[config.mk]
export PLATFORM = sky130hd
export DESIGN_NAME = lhsc_sync_ctrl
export DESIGN_NICKNAME = d
export VERILOG_FILES = /design/src/lhsc_pkg.sv /design/src/lhsc_self_clear.sv /design/src/lhsc_sync_ctrl.sv
export SDC_FILE = /design/constraint.sdc
export NUM_CORES = 1
export LEC_CHECK = 0
export ABC_AREA = 1
export BUFFER_PORTS_ARGS = -buffer_cell sky130_fd_sc_hd__buf_2
export CAP_MARGIN = 30
export CORE_MARGIN = 2
export CORE_UTILIZATION = 54
export DETAILED_ROUTE_END_ITERATION = 10
export PLACE_DENSITY = 0.77
export SLEW_MARGIN = 10
export SYNTH_ARGS = -nofsm -noshare
export SYNTH_HDL_FRONTEND = slang
export SYNTH_HIERARCHICAL = 1
export SYNTH_SLANG_ARGS = --single-unit
[constraint.sdc]
create_clock -name aclk -period 2.5 [get_ports aclk]
set_clock_uncertainty 0.1 [all_clocks]
set_input_delay 0.125 -clock aclk [delete_from_list [all_inputs] [get_ports aclk]]
set_output_delay 0.125 -clock aclk [all_outputs]
set_load 0.005 [all_outputs]
[src/lhsc_pkg.sv]
// Constants for the sync control block: register map, fields, resets and timing.
// Assumes a 10 MHz system clock and an AXI4-Lite bus with 32-bit data.
package lhsc_pkg;

  // ----------------------------------------------------------------------
  // Register map (byte addresses)
  // ----------------------------------------------------------------------
  localparam logic [7:0] LHSC_OFS_CTRL = 8'h00;
  localparam logic [7:0] LHSC_OFS_TIMER = 8'h04;
  localparam logic [7:0] LHSC_OFS_CMP = 8'h08;
  localparam logic [7:0] LHSC_OFS_STATUS = 8'h0C;
  localparam logic [7:0] LHSC_OFS_MASK = 8'h10;
  localparam logic [7:0] LHSC_OFS_EDGE_CFG = 8'h14;

  // ----------------------------------------------------------------------
  // Control fields
  // ----------------------------------------------------------------------
  localparam int LHSC_CTRL_STOP_RISE = 7;
  localparam int LHSC_CTRL_SERIAL_MODE = 6;
  localparam int LHSC_CTRL_CMP_IE = 5;
  localparam int LHSC_CTRL_STOP_IE = 4;
  localparam int LHSC_CTRL_START_IE = 3;
  localparam int LHSC_CTRL_ENABLE = 2;
  localparam int LHSC_CTRL_EDGE_CLR = 1;
  localparam int LHSC_CTRL_RESET = 0;

  // ----------------------------------------------------------------------
  // Status and mask fields
  // ----------------------------------------------------------------------
  localparam int LHSC_STAT_START = 0;
  localparam int LHSC_STAT_STOP = 1;
  localparam int LHSC_STAT_CMP = 3;

  // ----------------------------------------------------------------------
  // Reset values
  // ----------------------------------------------------------------------
  localparam logic [7:0] LHSC_CTRL_RESET_VAL = 8'h00;
  localparam logic [15:0] LHSC_CMP_RESET_VAL = 16'h0000;
  localparam logic [3:0] LHSC_MASK_RESET_VAL = 4'h0;
  localparam logic [7:0] LHSC_EDGE_CFG_RESET_VAL = 8'h32;

  // ----------------------------------------------------------------------
  // Timing
  // ----------------------------------------------------------------------
  localparam int LHSC_CLK_HZ = 10_000_000;
  localparam int LHSC_CLK_PERIOD_NS = 100;
  localparam int LHSC_TICK_HZ = 5_000_000;
  localparam int LHSC_TICK_DIV = LHSC_CLK_HZ / LHSC_TICK_HZ;
  localparam int LHSC_SELF_CLEAR_NS = 15_000;
  localparam int LHSC_SELF_CLEAR_CYCLES =
    (LHSC_SELF_CLEAR_NS + LHSC_CLK_PERIOD_NS - 1) / LHSC_CLK_PERIOD_NS;

  // ----------------------------------------------------------------------
  // Bus answers
  // ----------------------------------------------------------------------
  localparam logic [1:0] LHSC_RESP_OKAY = 2'h0;
  localparam logic [1:0] LHSC_RESP_SLVERR = 2'h2;

endpackage : lhsc_pkg

[src/lhsc_self_clear.sv]
// Self-clearing control bit: holds busy for a fixed number of cycles after a start pulse.
// Assumes start is a one-cycle pulse in the aclk domain.
`timescale 1ns/1ps
`default_nettype none

module lhsc_self_clear #(
  parameter int CYCLES = 150
) (
  // Clock and reset
  input wire logic aclk,
  input wire logic aresetn,
  // Control
  input wire logic start,
  output logic busy
);

  typedef struct packed {
    logic busy;
    logic [15:0] count;
  } lhsc_sc_state_t;

  lhsc_sc_state_t state;
  lhsc_sc_state_t next_state;

  always_comb begin
    next_state = state;
    if (start) begin
      next_state.busy = 1'b1;
      next_state.count = 16'(CYCLES - 1);
    end else if (state.busy) begin
      if (state.count == 16'h0000) begin
        next_state.busy = 1'b0;
      end else begin
        next_state.count = state.count - 16'h0001;
      end
    end
  end

  always_ff @(posedge aclk) begin
    if (!aresetn) begin
      state <= '0;
    end else begin
      state <= next_state;
    end
  end

  assign busy = state.busy;

endmodule : lhsc_self_clear

`default_nettype wire

[src/lhsc_sync_ctrl.sv]
// Sync control block: control register, bit timer, edge counting and interrupts.
// Assumes bus_rx is synchronous to aclk and an AXI4-Lite master on the register bus.
//
// Implementation choices: the register offsets and the AXI4-Lite interface to the registers.
`timescale 1ns/1ps
`default_nettype none

// Function
// - Mode bit 6 selects bit-serial bus mode when 1, LIN mode when 0.
// - Compare enable bit 5 raises interrupt when timer equals compare value.
// - Each compare interrupt sets compare flag bit 3 of status.
// - Stop interrupt enable bit 4 gates interrupts on stop conditions.
// - Start interrupt enable bit 3 gates interrupts on start conditions.
// - Synchronization runs only while enable bit 2 is 1.
// - Writing 1 to bit 1 clears edge counters; bit self-clears after 15 us.
// - Writing 1 to bit 0 resets sync logic; bit self-clears after 15 us.
// - In LIN mode, control bit 7 picks rising (1) or falling (0) edge count for stopping.
// - Bit timer counts a 5 MHz tick independent of bus rate.
module lhsc_sync_ctrl
  import lhsc_pkg::*;
#(
  parameter int SELF_CLEAR_CYCLES = LHSC_SELF_CLEAR_CYCLES
) (
  // Clock and reset
  input wire logic aclk,
  input wire logic aresetn,
  // AXI4-Lite write address
  input wire logic [7:0] s_axi_awaddr,
  input wire logic s_axi_awvalid,
  output logic s_axi_awready,
  // AXI4-Lite write data
  input wire logic [31:0] s_axi_wdata,
  input wire logic [3:0] s_axi_wstrb,
  input wire logic s_axi_wvalid,
  output logic s_axi_wready,
  // AXI4-Lite write response
  output logic [1:0] s_axi_bresp,
  output logic s_axi_bvalid,
  input wire logic s_axi_bready,
  // AXI4-Lite read address
  input wire logic [7:0] s_axi_araddr,
  input wire logic s_axi_arvalid,
  output logic s_axi_arready,
  // AXI4-Lite read data
  output logic [31:0] s_axi_rdata,
  output logic [1:0] s_axi_rresp,
  output logic s_axi_rvalid,
  input wire logic s_axi_rready,
  // Bus line
  input wire logic bus_rx,
  // Status outputs
  output logic irq,
  output logic bit_serial_bus_mode,
  output logic sync_enable,
  output logic sync_running
);

  // ----------------------------------------------------------------------
  // State
  // ----------------------------------------------------------------------
  typedef struct packed {
    logic [7:0] ctrl;
    logic [15:0] cmp;
    logic [3:0] status;
    logic [3:0] mask;
    logic [7:0] edge_cfg;
    logic [15:0] timer;
    logic running;
    logic [3:0] fall_cnt;
    logic [3:0] rise_cnt;
    logic bus_prev;
    logic tick_phase;
    logic bvalid;
    logic [1:0] bresp;
    logic rvalid;
    logic [31:0] rdata;
    logic [1:0] rresp;
  } lhsc_state_t;

  lhsc_state_t state;
  lhsc_state_t next_state;

  logic edge_clr_start;
  logic edge_clr_busy;
  logic reset_start;
  logic reset_busy;

  // ----------------------------------------------------------------------
  // Self-clearing control bits
  // ----------------------------------------------------------------------
  lhsc_self_clear #(
    .CYCLES(SELF_CLEAR_CYCLES)
  ) u_edge_clr (
    .aclk(aclk),
    .aresetn(aresetn),
    .start(edge_clr_start),
    .busy(edge_clr_busy)
  );

  lhsc_self_clear #(
    .CYCLES(SELF_CLEAR_CYCLES)
  ) u_reset (
    .aclk(aclk),
    .aresetn(aresetn),
    .start(reset_start),
    .busy(reset_busy)
  );

  // ----------------------------------------------------------------------
  // Handshakes
  // ----------------------------------------------------------------------
  logic wr_take;
  logic rd_take;

  // Address and data are taken together, once both are offered.
  assign wr_take = s_axi_awvalid && s_axi_wvalid && !state.bvalid;
  assign rd_take = s_axi_arvalid && !state.rvalid;
  assign s_axi_awready = wr_take;
  assign s_axi_wready = wr_take;
  assign s_axi_arready = !state.rvalid;

  // ----------------------------------------------------------------------
  // Next state
  // ----------------------------------------------------------------------
  logic [31:0] wmask;
  logic [31:0] cur_word;
  logic [31:0] new_word;
  logic [31:0] rd_word;
  logic rd_ok;
  logic wr_ok;
  logic tick;
  logic fall_edge;
  logic rise_edge;
  logic start_cond;
  logic stop_cond;
  logic cmp_hit;
  logic [15:0] timer_inc;
  logic [3:0] stop_count;
  logic [3:0] next_fall;
  logic [3:0] next_rise;
  logic [3:0] events;

  always_comb begin
    next_state = state;
    wmask = {{8{s_axi_wstrb[3]}}, {8{s_axi_wstrb[2]}},
             {8{s_axi_wstrb[1]}}, {8{s_axi_wstrb[0]}}};
    edge_clr_start = 1'b0;
    reset_start = 1'b0;
    events = 4'h0;
    start_cond = 1'b0;
    stop_cond = 1'b0;
    cmp_hit = 1'b0;
    timer_inc = state.timer + 16'h0001;
    next_fall = state.fall_cnt;
    next_rise = state.rise_cnt;

    // Bus edges and the 5 MHz timer tick.
    fall_edge = state.bus_prev && !bus_rx;
    rise_edge = !state.bus_prev && bus_rx;
    next_state.bus_prev = bus_rx;
    next_state.tick_phase = !state.tick_phase;
    tick = state.tick_phase;

    if (state.ctrl[LHSC_CTRL_ENABLE]) begin
      if (fall_edge && state.fall_cnt != 4'hF) begin
        next_fall = state.fall_cnt + 4'h1;
      end
      if (rise_edge && state.rise_cnt != 4'hF) begin
        next_rise = state.rise_cnt + 4'h1;
      end
      stop_count = state.edge_cfg[7:4];
      if (state.ctrl[LHSC_CTRL_SERIAL_MODE]) begin
        // Bit-serial mode times each low pulse on the bus.
        start_cond = fall_edge;
        stop_cond = rise_edge && state.running;
      end else begin
        // LIN mode counts edges from the start of the break.
        start_cond = fall_edge && next_fall == state.edge_cfg[3:0];
        if (state.ctrl[LHSC_CTRL_STOP_RISE]) begin
          stop_cond = rise_edge && next_rise == stop_count && state.running;
        end else begin
          stop_cond = fall_edge && next_fall == stop_count && state.running;
        end
      end
      if (state.running && tick) begin
        next_state.timer = timer_inc;
        cmp_hit = timer_inc == state.cmp;
      end
      if (start_cond) begin
        next_state.running = 1'b1;
        next_state.timer = 16'h0000;
      end
      if (stop_cond) begin
        next_state.running = 1'b0;
      end
    end else begin
      stop_count = 4'h0;
      next_state.running = 1'b0;
    end
    next_state.fall_cnt = next_fall;
    next_state.rise_cnt = next_rise;

    events[LHSC_STAT_START] = start_cond && state.ctrl[LHSC_CTRL_START_IE];
    events[LHSC_STAT_STOP] = stop_cond && state.ctrl[LHSC_CTRL_STOP_IE];
    events[LHSC_STAT_CMP] = cmp_hit && state.ctrl[LHSC_CTRL_CMP_IE];

    // Edge counter clear holds counters at zero while its bit reads 1.
    if (edge_clr_busy) begin
      next_state.fall_cnt = 4'h0;
      next_state.rise_cnt = 4'h0;
    end

    // Sync reset holds edge counters, timer and running flag at zero and drops events while its bit reads 1.
    if (reset_busy) begin
      next_state.fall_cnt = 4'h0;
      next_state.rise_cnt = 4'h0;
      next_state.timer = 16'h0000;
      next_state.running = 1'b0;
      events = 4'h0;
    end

    // Read side.
    rd_ok = 1'b1;
    case (s_axi_araddr)
      LHSC_OFS_CTRL: begin
        rd_word = {24'h000000, state.ctrl[7:2], edge_clr_busy, reset_busy};
      end
      LHSC_OFS_TIMER: begin
        rd_word = {16'h0000, state.timer};
      end
      LHSC_OFS_CMP: begin
        rd_word = {16'h0000, state.cmp};
      end
      LHSC_OFS_STATUS: begin
        rd_word = {28'h0000000, state.status};
      end
      LHSC_OFS_MASK: begin
        rd_word = {28'h0000000, state.mask};
      end
      LHSC_OFS_EDGE_CFG: begin
        rd_word = {24'h000000, state.edge_cfg};
      end
      default: begin
        rd_word = 32'h00000000;
        rd_ok = 1'b0;
      end
    endcase

    if (rd_take) begin
      next_state.rvalid = 1'b1;
      next_state.rdata = rd_word;
      next_state.rresp = rd_ok ? LHSC_RESP_OKAY : LHSC_RESP_SLVERR;
      if (s_axi_araddr == LHSC_OFS_STATUS) begin
        next_state.status = 4'h0;
      end
    end else if (state.rvalid && s_axi_rready) begin
      next_state.rvalid = 1'b0;
    end

    // Write side.
    wr_ok = 1'b1;
    cur_word = 32'h00000000;
    case (s_axi_awaddr)
      LHSC_OFS_CTRL: cur_word = {24'h000000, state.ctrl};
      LHSC_OFS_CMP: cur_word = {16'h0000, state.cmp};
      LHSC_OFS_MASK: cur_word = {28'h0000000, state.mask};
      LHSC_OFS_EDGE_CFG: cur_word = {24'h000000, state.edge_cfg};
      LHSC_OFS_TIMER, LHSC_OFS_STATUS: cur_word = 32'h00000000;
      default: wr_ok = 1'b0;
    endcase
    new_word = (cur_word & ~wmask) | (s_axi_wdata & wmask);

    if (wr_take) begin
      next_state.bvalid = 1'b1;
      next_state.bresp = wr_ok ? LHSC_RESP_OKAY : LHSC_RESP_SLVERR;
      case (s_axi_awaddr)
        LHSC_OFS_CTRL: begin
          next_state.ctrl = {new_word[7:2], 2'b00};
          edge_clr_start = s_axi_wstrb[0] && s_axi_wdata[LHSC_CTRL_EDGE_CLR];
          reset_start = s_axi_wstrb[0] && s_axi_wdata[LHSC_CTRL_RESET];
        end
        LHSC_OFS_CMP: next_state.cmp = new_word[15:0];
        LHSC_OFS_MASK: next_state.mask = new_word[3:0];
        LHSC_OFS_EDGE_CFG: next_state.edge_cfg = new_word[7:0];
        default: next_state.bvalid = 1'b1;
      endcase
    end else if (state.bvalid && s_axi_bready) begin
      next_state.bvalid = 1'b0;
    end

    // Events win over a read clear in the same cycle.
    next_state.status = next_state.status | events;
  end

  // ----------------------------------------------------------------------
  // Registers
  // ----------------------------------------------------------------------
  always_ff @(posedge aclk) begin
    if (!aresetn) begin
      state <= '0;
      state.ctrl <= LHSC_CTRL_RESET_VAL;
      state.cmp <= LHSC_CMP_RESET_VAL;
      state.mask <= LHSC_MASK_RESET_VAL;
      state.edge_cfg <= LHSC_EDGE_CFG_RESET_VAL;
      state.bus_prev <= 1'b1;
    end else begin
      state <= next_state;
    end
  end

  // ----------------------------------------------------------------------
  // Outputs
  // ----------------------------------------------------------------------
  assign s_axi_bvalid = state.bvalid;
  assign s_axi_bresp = state.bresp;
  assign s_axi_rvalid = state.rvalid;
  assign s_axi_rdata = state.rdata;
  assign s_axi_rresp = state.rresp;
  assign irq = |(state.status & state.mask);
  assign bit_serial_bus_mode = state.ctrl[LHSC_CTRL_SERIAL_MODE];
  assign sync_enable = state.ctrl[LHSC_CTRL_ENABLE];
  assign sync_running = state.running;

endmodule : lhsc_sync_ctrl

`default_nettype wire

==> impl_metrics.csv, run 1 <==
group,metric,value,unit
placed_design,hpwl,14.66,mm
timing,timing.fmax,434.2,MHz
critical_path,crit_start,"state[50]",
layout,nFillCells,1219,
min_path,min_path_type,"input port to flop",
synth,yosys_warnings,6,
timing,rsz0062_at_grt,"false",
layout,drive_above_1_share,11.31,%
timing,worstMarginPinSlew,615.1,ps
placed_design,post-place-ws,228.4,ps
floorplan,design.core.area,0.01330,mm^2
clock_network,cts_buffers,17,
drt,num_vias,7663,
critical_path,required,2750,ps
drt,ant_nets,0,
run,cap_violations,0,
drt,met2_length,9.316,mm
drt,via_per_inst,5.288,
critical_path,endpoint_kind,"flop",
synth,synth_top_area_share,32.07,%
timing,final-setup-viol-count,0,
critical_path,path_cells,"ha_1 > nand2_1 > nor2_1 > nand3_1 > o21ai_0 > nand2_1 > nand2_1 > nand2_1 > nor2_1 > nand4_1 > a21oi_1",
synth,synth_area_leaders,"dfxtp_1 32%, nand2_1 17%, inv_1 8.2%",
floorplan,num_rows,42,
power,p_leak,0.004062,uW
grt,grt_pass1_wl,32.46,mm
critical_path,crit_path_max_fanout,5,
clock_network,htree_num_levels,4,
timing,layout_setup_ws,196.7,ps
clock_network,cts_setup_buffers,0,
power,power.density,553.8,mW/mm^2
synth,async_reset_ff_share,0,%
floorplan,die_w,120.8,um
layout,n_antenna_cell,0,
drt,top_layer,"met4",
drt,dr.pass1.iters,5,
critical_path,crit_path_frequent_cell,"nand2_1",
clock_network,cts-root-buf,"clkbuf_16",
critical_path,worstReg2RegStart,"state[50]",
layout,syn_to_final_growth,15.40,%
timing,fin_setup_tns,0,ps
critical_path,critPathKind,"flop to flop",
layout,fin_nets,1327,
synth,synth_edf_count,0,
grt,grt.total_usage,27.97,%
floorplan,start_util,55.41,%
timing,final_hold_viol_count,0,
synth,yosysUniqueCellTypes,39,
grt,grt_overflow,0,
timing,timing.final.crit_period,2303,ps
synth,synth_cells,1187,
critical_path,startpoint_type,"flop",
timing,slew_headroom,58.89,%
grt,grt_max_degree,40,
critical_path,cpPeakStageDelay,410,ps
synth,synth_most_common_cell,"nand2_1",
floorplan,die_h,120.8,um
clock_network,clkSinkCount,118,
clock_network,clockBufferDepth,2,
status,status,"completed",
layout,multi_input_area,0.004024,mm^2
critical_path,arrival,2550,ps
grt,first_global_vias,6699,
layout,regArea,0.002362,mm^2
synth,yosys-top-cells-count,"325 x nand2_1, 161 x inv_1, 155 x nor2_1",
placed_design,gp_congestion,0.8854,
clock_network,cts_tree,"yes",
synth,synth_area,0.007367,mm^2
timing,whs,3.102,ps
drt,drt-initial-drc-count,723,
critical_path,crit_slowest_cell,"dfxtp_1",
clock_network,clk_latency,420,ps
timing,final_max_slew_viol_count,0,
synth,synth-main-ff-cell,"dfxtp_1",
critical_path,path_buf_inv,0,
floorplan,dieArea,0.01459,mm^2
drt,route.layer.met1.wl,8.973,mm
synth,yosysSeqAreaShare,32.07,%
drt,wl,19.99,mm
grt,antenna_found_initial,0,
critical_path,cp_top_family,"simple AND/OR/NAND/NOR gates",
synth,syn_avg_cell_area,6.206,um^2
min_path,min_from,"s_axi_wdata[7]",
timing,fin_crit_sh,92.13,%
drt,dr_wl_met3,1.408,mm
synth,yosys_register_bits,118,
drt,drc,0,
power,ir_worst_vdd,0.0004689,V
placed_design,io_buffers,68,
clock_network,clk_pin_slew,60,ps
synth,yosysTopAreaCell,"dfxtp_1",
floorplan,pin_count,105,
drt,wl_per_cell,13.80,um
[area by class of cell]
cell class | instances | share of cell area, %
tap | 176 | 2.590
clock inverter | 14 | 2.149
sequential | 118 | 27.79
clock buffer | 18 | 5.166
inverter | 167 | 7.373
timing repair buffer | 100 | 7.609
multi-input combinational | 856 | 47.33
[tightest hold or removal path, delay by kind of cell]
family                 cells  cell delay [ps]
AO/OA/AOI/OAI              1               80
AND/OR/NAND/NOR            2              150
buffers and inverters      2              140
[sequential cells by signal, summed over array words and instances, names as in the netlist, 16 cells and up]
| register | flops |
|---|---|
| s_axi_rdata | 16 |
| state | 60 |
| u_edge_clr/state | 16 |
| u_reset/state | 16 |
[path summary, 6_finish.rpt]
path / slack, ps / cells after the start / endpoint
setup / recovery: 200 / 11 / state[80]
hold reg to reg: 350 / 1 / tick
hold / removal: 3 / 5 / state[88]
setup reg to reg: 200 / 11 / state[80]
[cells by family (layout without fill, tap and decap cells)]
logic type	after synthesis	in the layout	share of synthesized area, %
buffers and inverters	230	299	14.18
AND/OR/NAND/NOR	614	614	35.77
flip-flops	118	118	32.07
AO/OA/AOI/OAI	202	202	14.96
XOR/XNOR	15	15	1.783
other	1	18	0.05090
adder cells (fa/ha/maj)	7	7	1.189
[per-layer routing]
| layer | track usage, % | vias to the layer above |
|---|---|---|
| met5 | 0 | - |
| met3 | 4.717 | 31 |
| met4 | 7.776 | 0 |
| met2 | 45.87 | 282 |
| li1 | - | 3892 |
| met1 | 37.97 | 3458 |
[through the flow]
stage	cell area (um^2)	instances	util, %	power (uW)
after global placement	7726	1402	58.11	2146
after CTS	8498	1449	63.92	4723
final	8502	1449	63.95	4709
after global routing	8502	1449	63.95	4840
after floorplan	7431	1204	-	2083
after detailed placement	7726	1402	58.11	2148
[layout by cell type (no fill, tap or decap), types with 2 or more instances in the layout]
master         instances
nand2_1              325
inv_1                161
nor2_1               155
dfxtp_1              118
a21oi_1               88
nand3_1               75
buf_2                 68
o21ai_0               65
o22ai_1               31
conb_1                18
clkbuf_16             17
xor2_1                15
dlygate4sd3_1         15
nand4_1               14
buf_4                 14
nor3_1                12
nand3b_1              10
ha_1                   7
o211ai_1               6
nand2_2                6
clkinv_2               6
nor2_4                 6
inv_2                  4
nand2_4                4
bufinv_16              4
a31oi_1                3
o221ai_1               2
a221oi_1               2
clkinv_4               2
clkinvlp_4             2
buf_12                 2
nor2_2                 2
nand2_8                2
clkinv_1               2
[power breakdown]
group / switching (uW) / internal [uW] / total, uW
Sequential: 6.99 / 1890 / 1900
Combinational: 148 / 84.3 / 233
Clock: 895 / 1680 / 2580
[repair_timing]
action	4_1_cts	5_1_grt
endpoints found under the hold margin	13	0
resized for setup	0	1
setup endpoints to repair	0	8
hold buffers	15	0
Power figures use the tool's default switching activity.
==> run 2, diff against run 1 <==
--- a/config.mk
+++ b/config.mk
@@ -12,6 +12,8 @@
 export CORE_UTILIZATION = 54
 export DETAILED_ROUTE_END_ITERATION = 10
 export PLACE_DENSITY = 0.77
+export SETUP_SLACK_MARGIN = 0.2
+export SKIP_LAST_GASP = 1
 export SLEW_MARGIN = 10
 export SYNTH_ARGS = -nofsm -noshare
 export SYNTH_HDL_FRONTEND = slang
==> impl_metrics.csv, run 2 (synthesis results as in run 1) <==
group,metric,value,unit
timing,slew_headroom,58.36,%
grt,first_global_vias,6699,
floorplan,start_util,55.41,%
drt,wl,20.04,mm
critical_path,cpPeakStageDelay,360,ps
critical_path,arrival,2380,ps
critical_path,path_cells,"buf_4 > inv_1 > nor2_1 > nand4_1 > o21ai_0 > nand2_1 > nand2_1 > nand2_1 > nand4_1 > a21oi_1",
clock_network,cts_tree,"yes",
drt,drc,0,
grt,grt.busiest_layer,"met2",
layout,n_antenna_cell,0,
layout,largest-register,"state",
critical_path,critPathKind,"flop to flop",
clock_network,cts-root-buf,"clkbuf_16",
layout,syn_to_final_growth,15.96,%
timing,timing.fmax,457.2,MHz
drt,via_per_inst,5.256,
floorplan,die_h,120.8,um
placed_design,io_buffers,68,
timing,fin_crit_sh,87.48,%
floorplan,num_rows,42,
grt,grt_overflow,0,
grt,use_met3,4.717,%
timing,final_max_slew_viol_count,0,
critical_path,endpoint_kind,"flop",
critical_path,cp_num_cells,10,
timing,timing.final.crit_period,2187,ps
clock_network,clkSinkCount,118,
timing,rsz0062_at_grt,"false",
min_path,hold_path_depth,5,
grt,grt_util_met2,45.87,%
grt,grt_max_degree,40,
drt,num_vias,7616,
layout,fin_nets,1327,
grt,grt_pass1_wl,32.46,mm
run,cap_violations,0,
placed_design,hpwl,14.66,mm
critical_path,cp_top_family,"simple AND/OR/NAND/NOR gates",
layout,largest_reg_flops,60,
grt,use_met1,37.97,%
grt,grt.total_usage,27.97,%
critical_path,startpoint_type,"flop",
floorplan,dieArea,0.01459,mm^2
drt,drt-initial-drc-count,650,
timing,final_hold_viol_count,0,
critical_path,crit_slowest_cell,"nor2_1",
critical_path,path_buf_inv,2,
timing,fin_setup_tns,0,ps
power,ir_worst_vdd,0.0004696,V
critical_path,crit_path_max_fanout,5,
drt,dr.pass1.iters,6,
placed_design,gp_congestion,0.8854,
layout,final_cell_mix,"323 x nand2_1, 161 x inv_1, 151 x nor2_1",
critical_path,required,2690,ps
clock_network,clk_pin_slew,60,ps
critical_path,worstRegToRegCells,10,
power,power.density,552.0,mW/mm^2
power,p_leak,0.004065,uW
drt,wl_per_cell,13.83,um
timing,final-setup-viol-count,0,
timing,worstMarginPinSlew,623.1,ps
clock_network,cts_buffers,17,
layout,final_common_cell,"nand2_1",
floorplan,pin_count,105,
critical_path,crit_path_frequent_cell,"nand2_1",
clock_network,htree_num_levels,4,
drt,ant_nets,0,
grt,antenna_found_initial,0,
timing,whs,3.120,ps
min_path,min_path_type,"input port to flop",
clock_network,clockBufferDepth,2,
floorplan,die_w,120.8,um
floorplan,design.core.area,0.01330,mm^2
status,status,"completed",
clock_network,cts_setup_buffers,0,
layout,drive_above_1_share,12.25,%
clock_network,clk_latency,420,ps
==> run 2: stage by stage <==
stage                     instance area (um^2)  setup WS (ps)  instances  power (uW)  utilization, %
after floorplan                           7431          542.4       1204        2083               -
after global placement                    7726          338.6       1402        2146           58.11
after detailed placement                  7726          228.4       1402        2148           58.11
after CTS                                 8498          212.5       1449        4723           63.92
after global routing                      8543          206.5       1449        4842           64.26
final                                     8543          313.0       1449        4716           64.26
==> run 2: layer usage <==
layer	wire length, um	vias up
met4	297	0
met1	9124	3442
met2	9322	248
met5	0	-
li1	-	3899
met3	1295	27
==> run 2: cell type report <==
type | instances | area [um^2]
clock buffer | 18 | 439.2
clock inverter | 14 | 182.7
fill | 1208 | 4752
inverter | 167 | 626.9
multi-input combinational | 856 | 4059
sequential | 118 | 2365
tap | 176 | 220.2
timing repair buffer | 100 | 650.6
==> run 2: worst paths after layout <==
path | from | end | slack (ps)
hold / removal | s_axi_wdata[7] | state[88] | 3
setup reg to reg | state[49] | state[80] | 310
setup / recovery | state[49] | state[80] | 310
hold reg to reg | tick | tick | 340
==> run 2: timing repair <==
item | CTS | global route
endpoints found under the hold margin | 13 | 0
gates resized for setup | 0 | 16
hold buffers | 15 | 0
setup endpoints to repair | 0 | 56
==> run 2: worst reg2reg max path, stage by stage (launching register included) <==
cell and delay [ps]:
dfxtp_1 340, buf_4 150, inv_1 60, nor2_1 360, nand4_1 250, o21ai_0 280, nand2_1 110, nand2_1 70
nand2_1 70, nand4_1 180, a21oi_1 80
==> run 2: power by group <==
part | total, uW | internal [uW] | switching [uW] | leakage, uW
sequential | 1900 | 1890 | 7.00 | 0.000953
combinational | 236 | 85.3 | 151 | 0.00281
clock | 2580 | 1680 | 899 | 0.000305
==> run 3, diff against run 2 <==
--- a/config.mk
+++ b/config.mk
@@ -11,7 +11,7 @@
 export CORE_MARGIN = 2
 export CORE_UTILIZATION = 54
 export DETAILED_ROUTE_END_ITERATION = 10
-export PLACE_DENSITY = 0.77
+export PLACE_DENSITY = 0.85
 export SETUP_SLACK_MARGIN = 0.2
 export SKIP_LAST_GASP = 1
 export SLEW_MARGIN = 10
==> impl_metrics.csv, run 3 (synthesis results as in run 1) <==
group,metric,value,unit
status,status,"completed",
grt,grt.total_usage,27.05,%
layout,largest-register,"state",
power,switching_share,22.77,%
critical_path,crit_path_max_fanout,15,
timing,final_hold_viol_count,0,
placed_design,io_buffers,68,
clock_network,cts-root-buf,"clkbuf_16",
floorplan,dieArea,0.01459,mm^2
min_path,min_path_type,"input port to flop",
power,internal_power,3363,uW
drt,via_per_inst,5.412,
drt,drc,0,
placed_design,dpl.cell_count,1401,
critical_path,cpPeakStageDelay,380,ps
critical_path,critPathKind,"flop to flop",
critical_path,startpoint_type,"flop",
layout,final_common_cell,"nand2_1",
critical_path,endpoint_kind,"flop",
power,power.density,512.2,mW/mm^2
power,p_leak,0.004037,uW
power,ir_worst_vdd,0.0005221,V
layout,syn_to_final_growth,15.40,%
floorplan,start_util,55.41,%
layout,regArea,0.002366,mm^2
drt,num_vias,7863,
drt,ant_nets,0,
drt,wl_per_cell,13.80,um
run,cap_violations,0,
layout,drive_above_1_share,11.83,%
clock_network,clockBufferDepth,2,
floorplan,design.core.area,0.01330,mm^2
critical_path,path_cells,"ha_4 > nand3_1 > nand2_4 > inv_2 > nand2_1 > nand2_1 > nand2_1 > nand2_1 > nor2_1 > nand2_1 > nand2_2 > nand2_4 > a21oi_4 > buf_12 > nor2_1 > nor2_1",
critical_path,required,2760,ps
power,p_sw,991.3,uW
timing,timing.fmax,461.4,MHz
placed_design,gp_congestion,0.9299,
placed_design,hpwl,13.99,mm
layout,layoutNonFillerInstCount,1453,
grt,grt_pass1_wl,31.61,mm
layout,largest_reg_flops,60,
layout,nFillCells,1196,
clock_network,cts_buffers,17,
layout,multi_input_area,0.004076,mm^2
power,p_clk_share,50.9,%
critical_path,crit_path_frequent_cell,"nand2_1",
timing,final_max_slew_viol_count,0,
drt,dr.pass1.iters,6,
power,seqPwrFrac,43.7,%
timing,slew_headroom,53.59,%
drt,drt-initial-drc-count,907,
power,combPwrFrac,5.5,%
clock_network,clk_latency,430,ps
critical_path,crit_slowest_cell,"dfxtp_2",
grt,grt_overflow,0,
layout,final_cell_mix,"324 x nand2_1, 161 x inv_1, 151 x nor2_1",
grt,first_global_vias,6872,
grt,grt_max_degree,40,
timing,fin_crit_sh,86.70,%
floorplan,die_w,120.8,um
timing,fin_setup_tns,0,ps
floorplan,num_rows,42,
timing,timing.final.crit_period,2167,ps
clock_network,clkSinkCount,118,
clock_network,cts_tree,"yes",
floorplan,pin_count,105,
floorplan,die_h,120.8,um
clock_network,htree_num_levels,4,
timing,worstMarginPinSlew,688.9,ps
timing,final-setup-viol-count,0,
layout,fin_nets,1332,
timing,rsz0062_at_grt,"false",
clock_network,clk_pin_slew,50,ps
grt,antenna_found_initial,1,
drt,wl,20.05,mm
critical_path,arrival,2430,ps
run 3: cell types whose count changed in the layout (fill, tap and decap cells not counted), moves of 2 or more:
cell and delta:
clkinv_4 -2, clkbuf_1 +5, dlygate4sd3_1 +3, nand2_2 -2
bufinv_16 -4, clkbuf_8 +4, clkinv_2 -4, buf_4 +3
run 3: cell type report:
type / count / area share, %
clock buffer: 27 / 6.034
clock inverter: 3 / 0.2060
antenna: 1 / 0.02943
inverter: 167 / 7.373
timing repair buffer: 105 / 7.991
multi-input combinational: 856 / 47.95
sequential: 118 / 27.83
tap: 176 / 2.590
run 3: path summary, 6_finish.rpt:
path                  startpoint         to  slack [ps]  cells past startpoint
setup reg to reg       state[44]  state[51]         330                     16
hold / removal    s_axi_wdata[6]  state[71]          30                      5
hold reg to reg             tick       tick         330                      1
setup / recovery       state[44]  state[51]         330                     16
run 3: per-layer routing:
layer	vias to the layer above	GRT usage [%]	share of wire [%]
met3	67	5.755	8.6
met5	-	0	0
li1	3895	-	-
met2	367	44.56	47
met4	0	11.85	2.9
met1	3534	34.04	41
run 3: power groups by stage:
stage / combinational, uW / clock [uW] / sequential (uW)
after CTS: 226 / 2230 / 1900
final: 238 / 2220 / 1900
after global placement: 199 / 0 / 1940
after global routing: 261 / 2300 / 1900
after floorplan: 146 / 0 / 1940
after detailed placement: 202 / 0 / 1940
run 3: through the flow:
step | area, um^2 | power [uW] | util [%] | hold WS, ps | setup WS, ps
2_1_floorplan | 7431 | 2083 | - | 121.4 | 542.4
3_3_place_gp | 7694 | 2138 | 57.87 | 280.8 | 282.9
3_5_place_dp | 7694 | 2142 | 57.87 | 286.3 | 228.1
4_1_cts | 8404 | 4358 | 63.21 | 31.13 | 216.4
5_1_grt | 8502 | 4463 | 63.95 | 62.20 | 192.0
6_report | 8502 | 4354 | 63.95 | 33.29 | 332.5
run 3: timing repair:
action | 4_1_cts | 5_1_grt
endpoints found under the hold margin | 18 | 0
resized for setup | 0 | 17
setup endpoints to repair | 0 | 52
buffers inserted | 0 | 3
hold buffers | 18 | 0
run 3: critical path: cells and delay by family (launching register included):
| family | cells | cell delay [ps] |
|---|---|---|
| flip-flops | 1 | 380 |
| AND/OR/NAND/NOR | 12 | 1050 |
| AO/OA/AOI/OAI | 1 | 200 |
| buffers and inverters | 2 | 210 |
| adder cells (fa/ha/maj) | 1 | 170 |
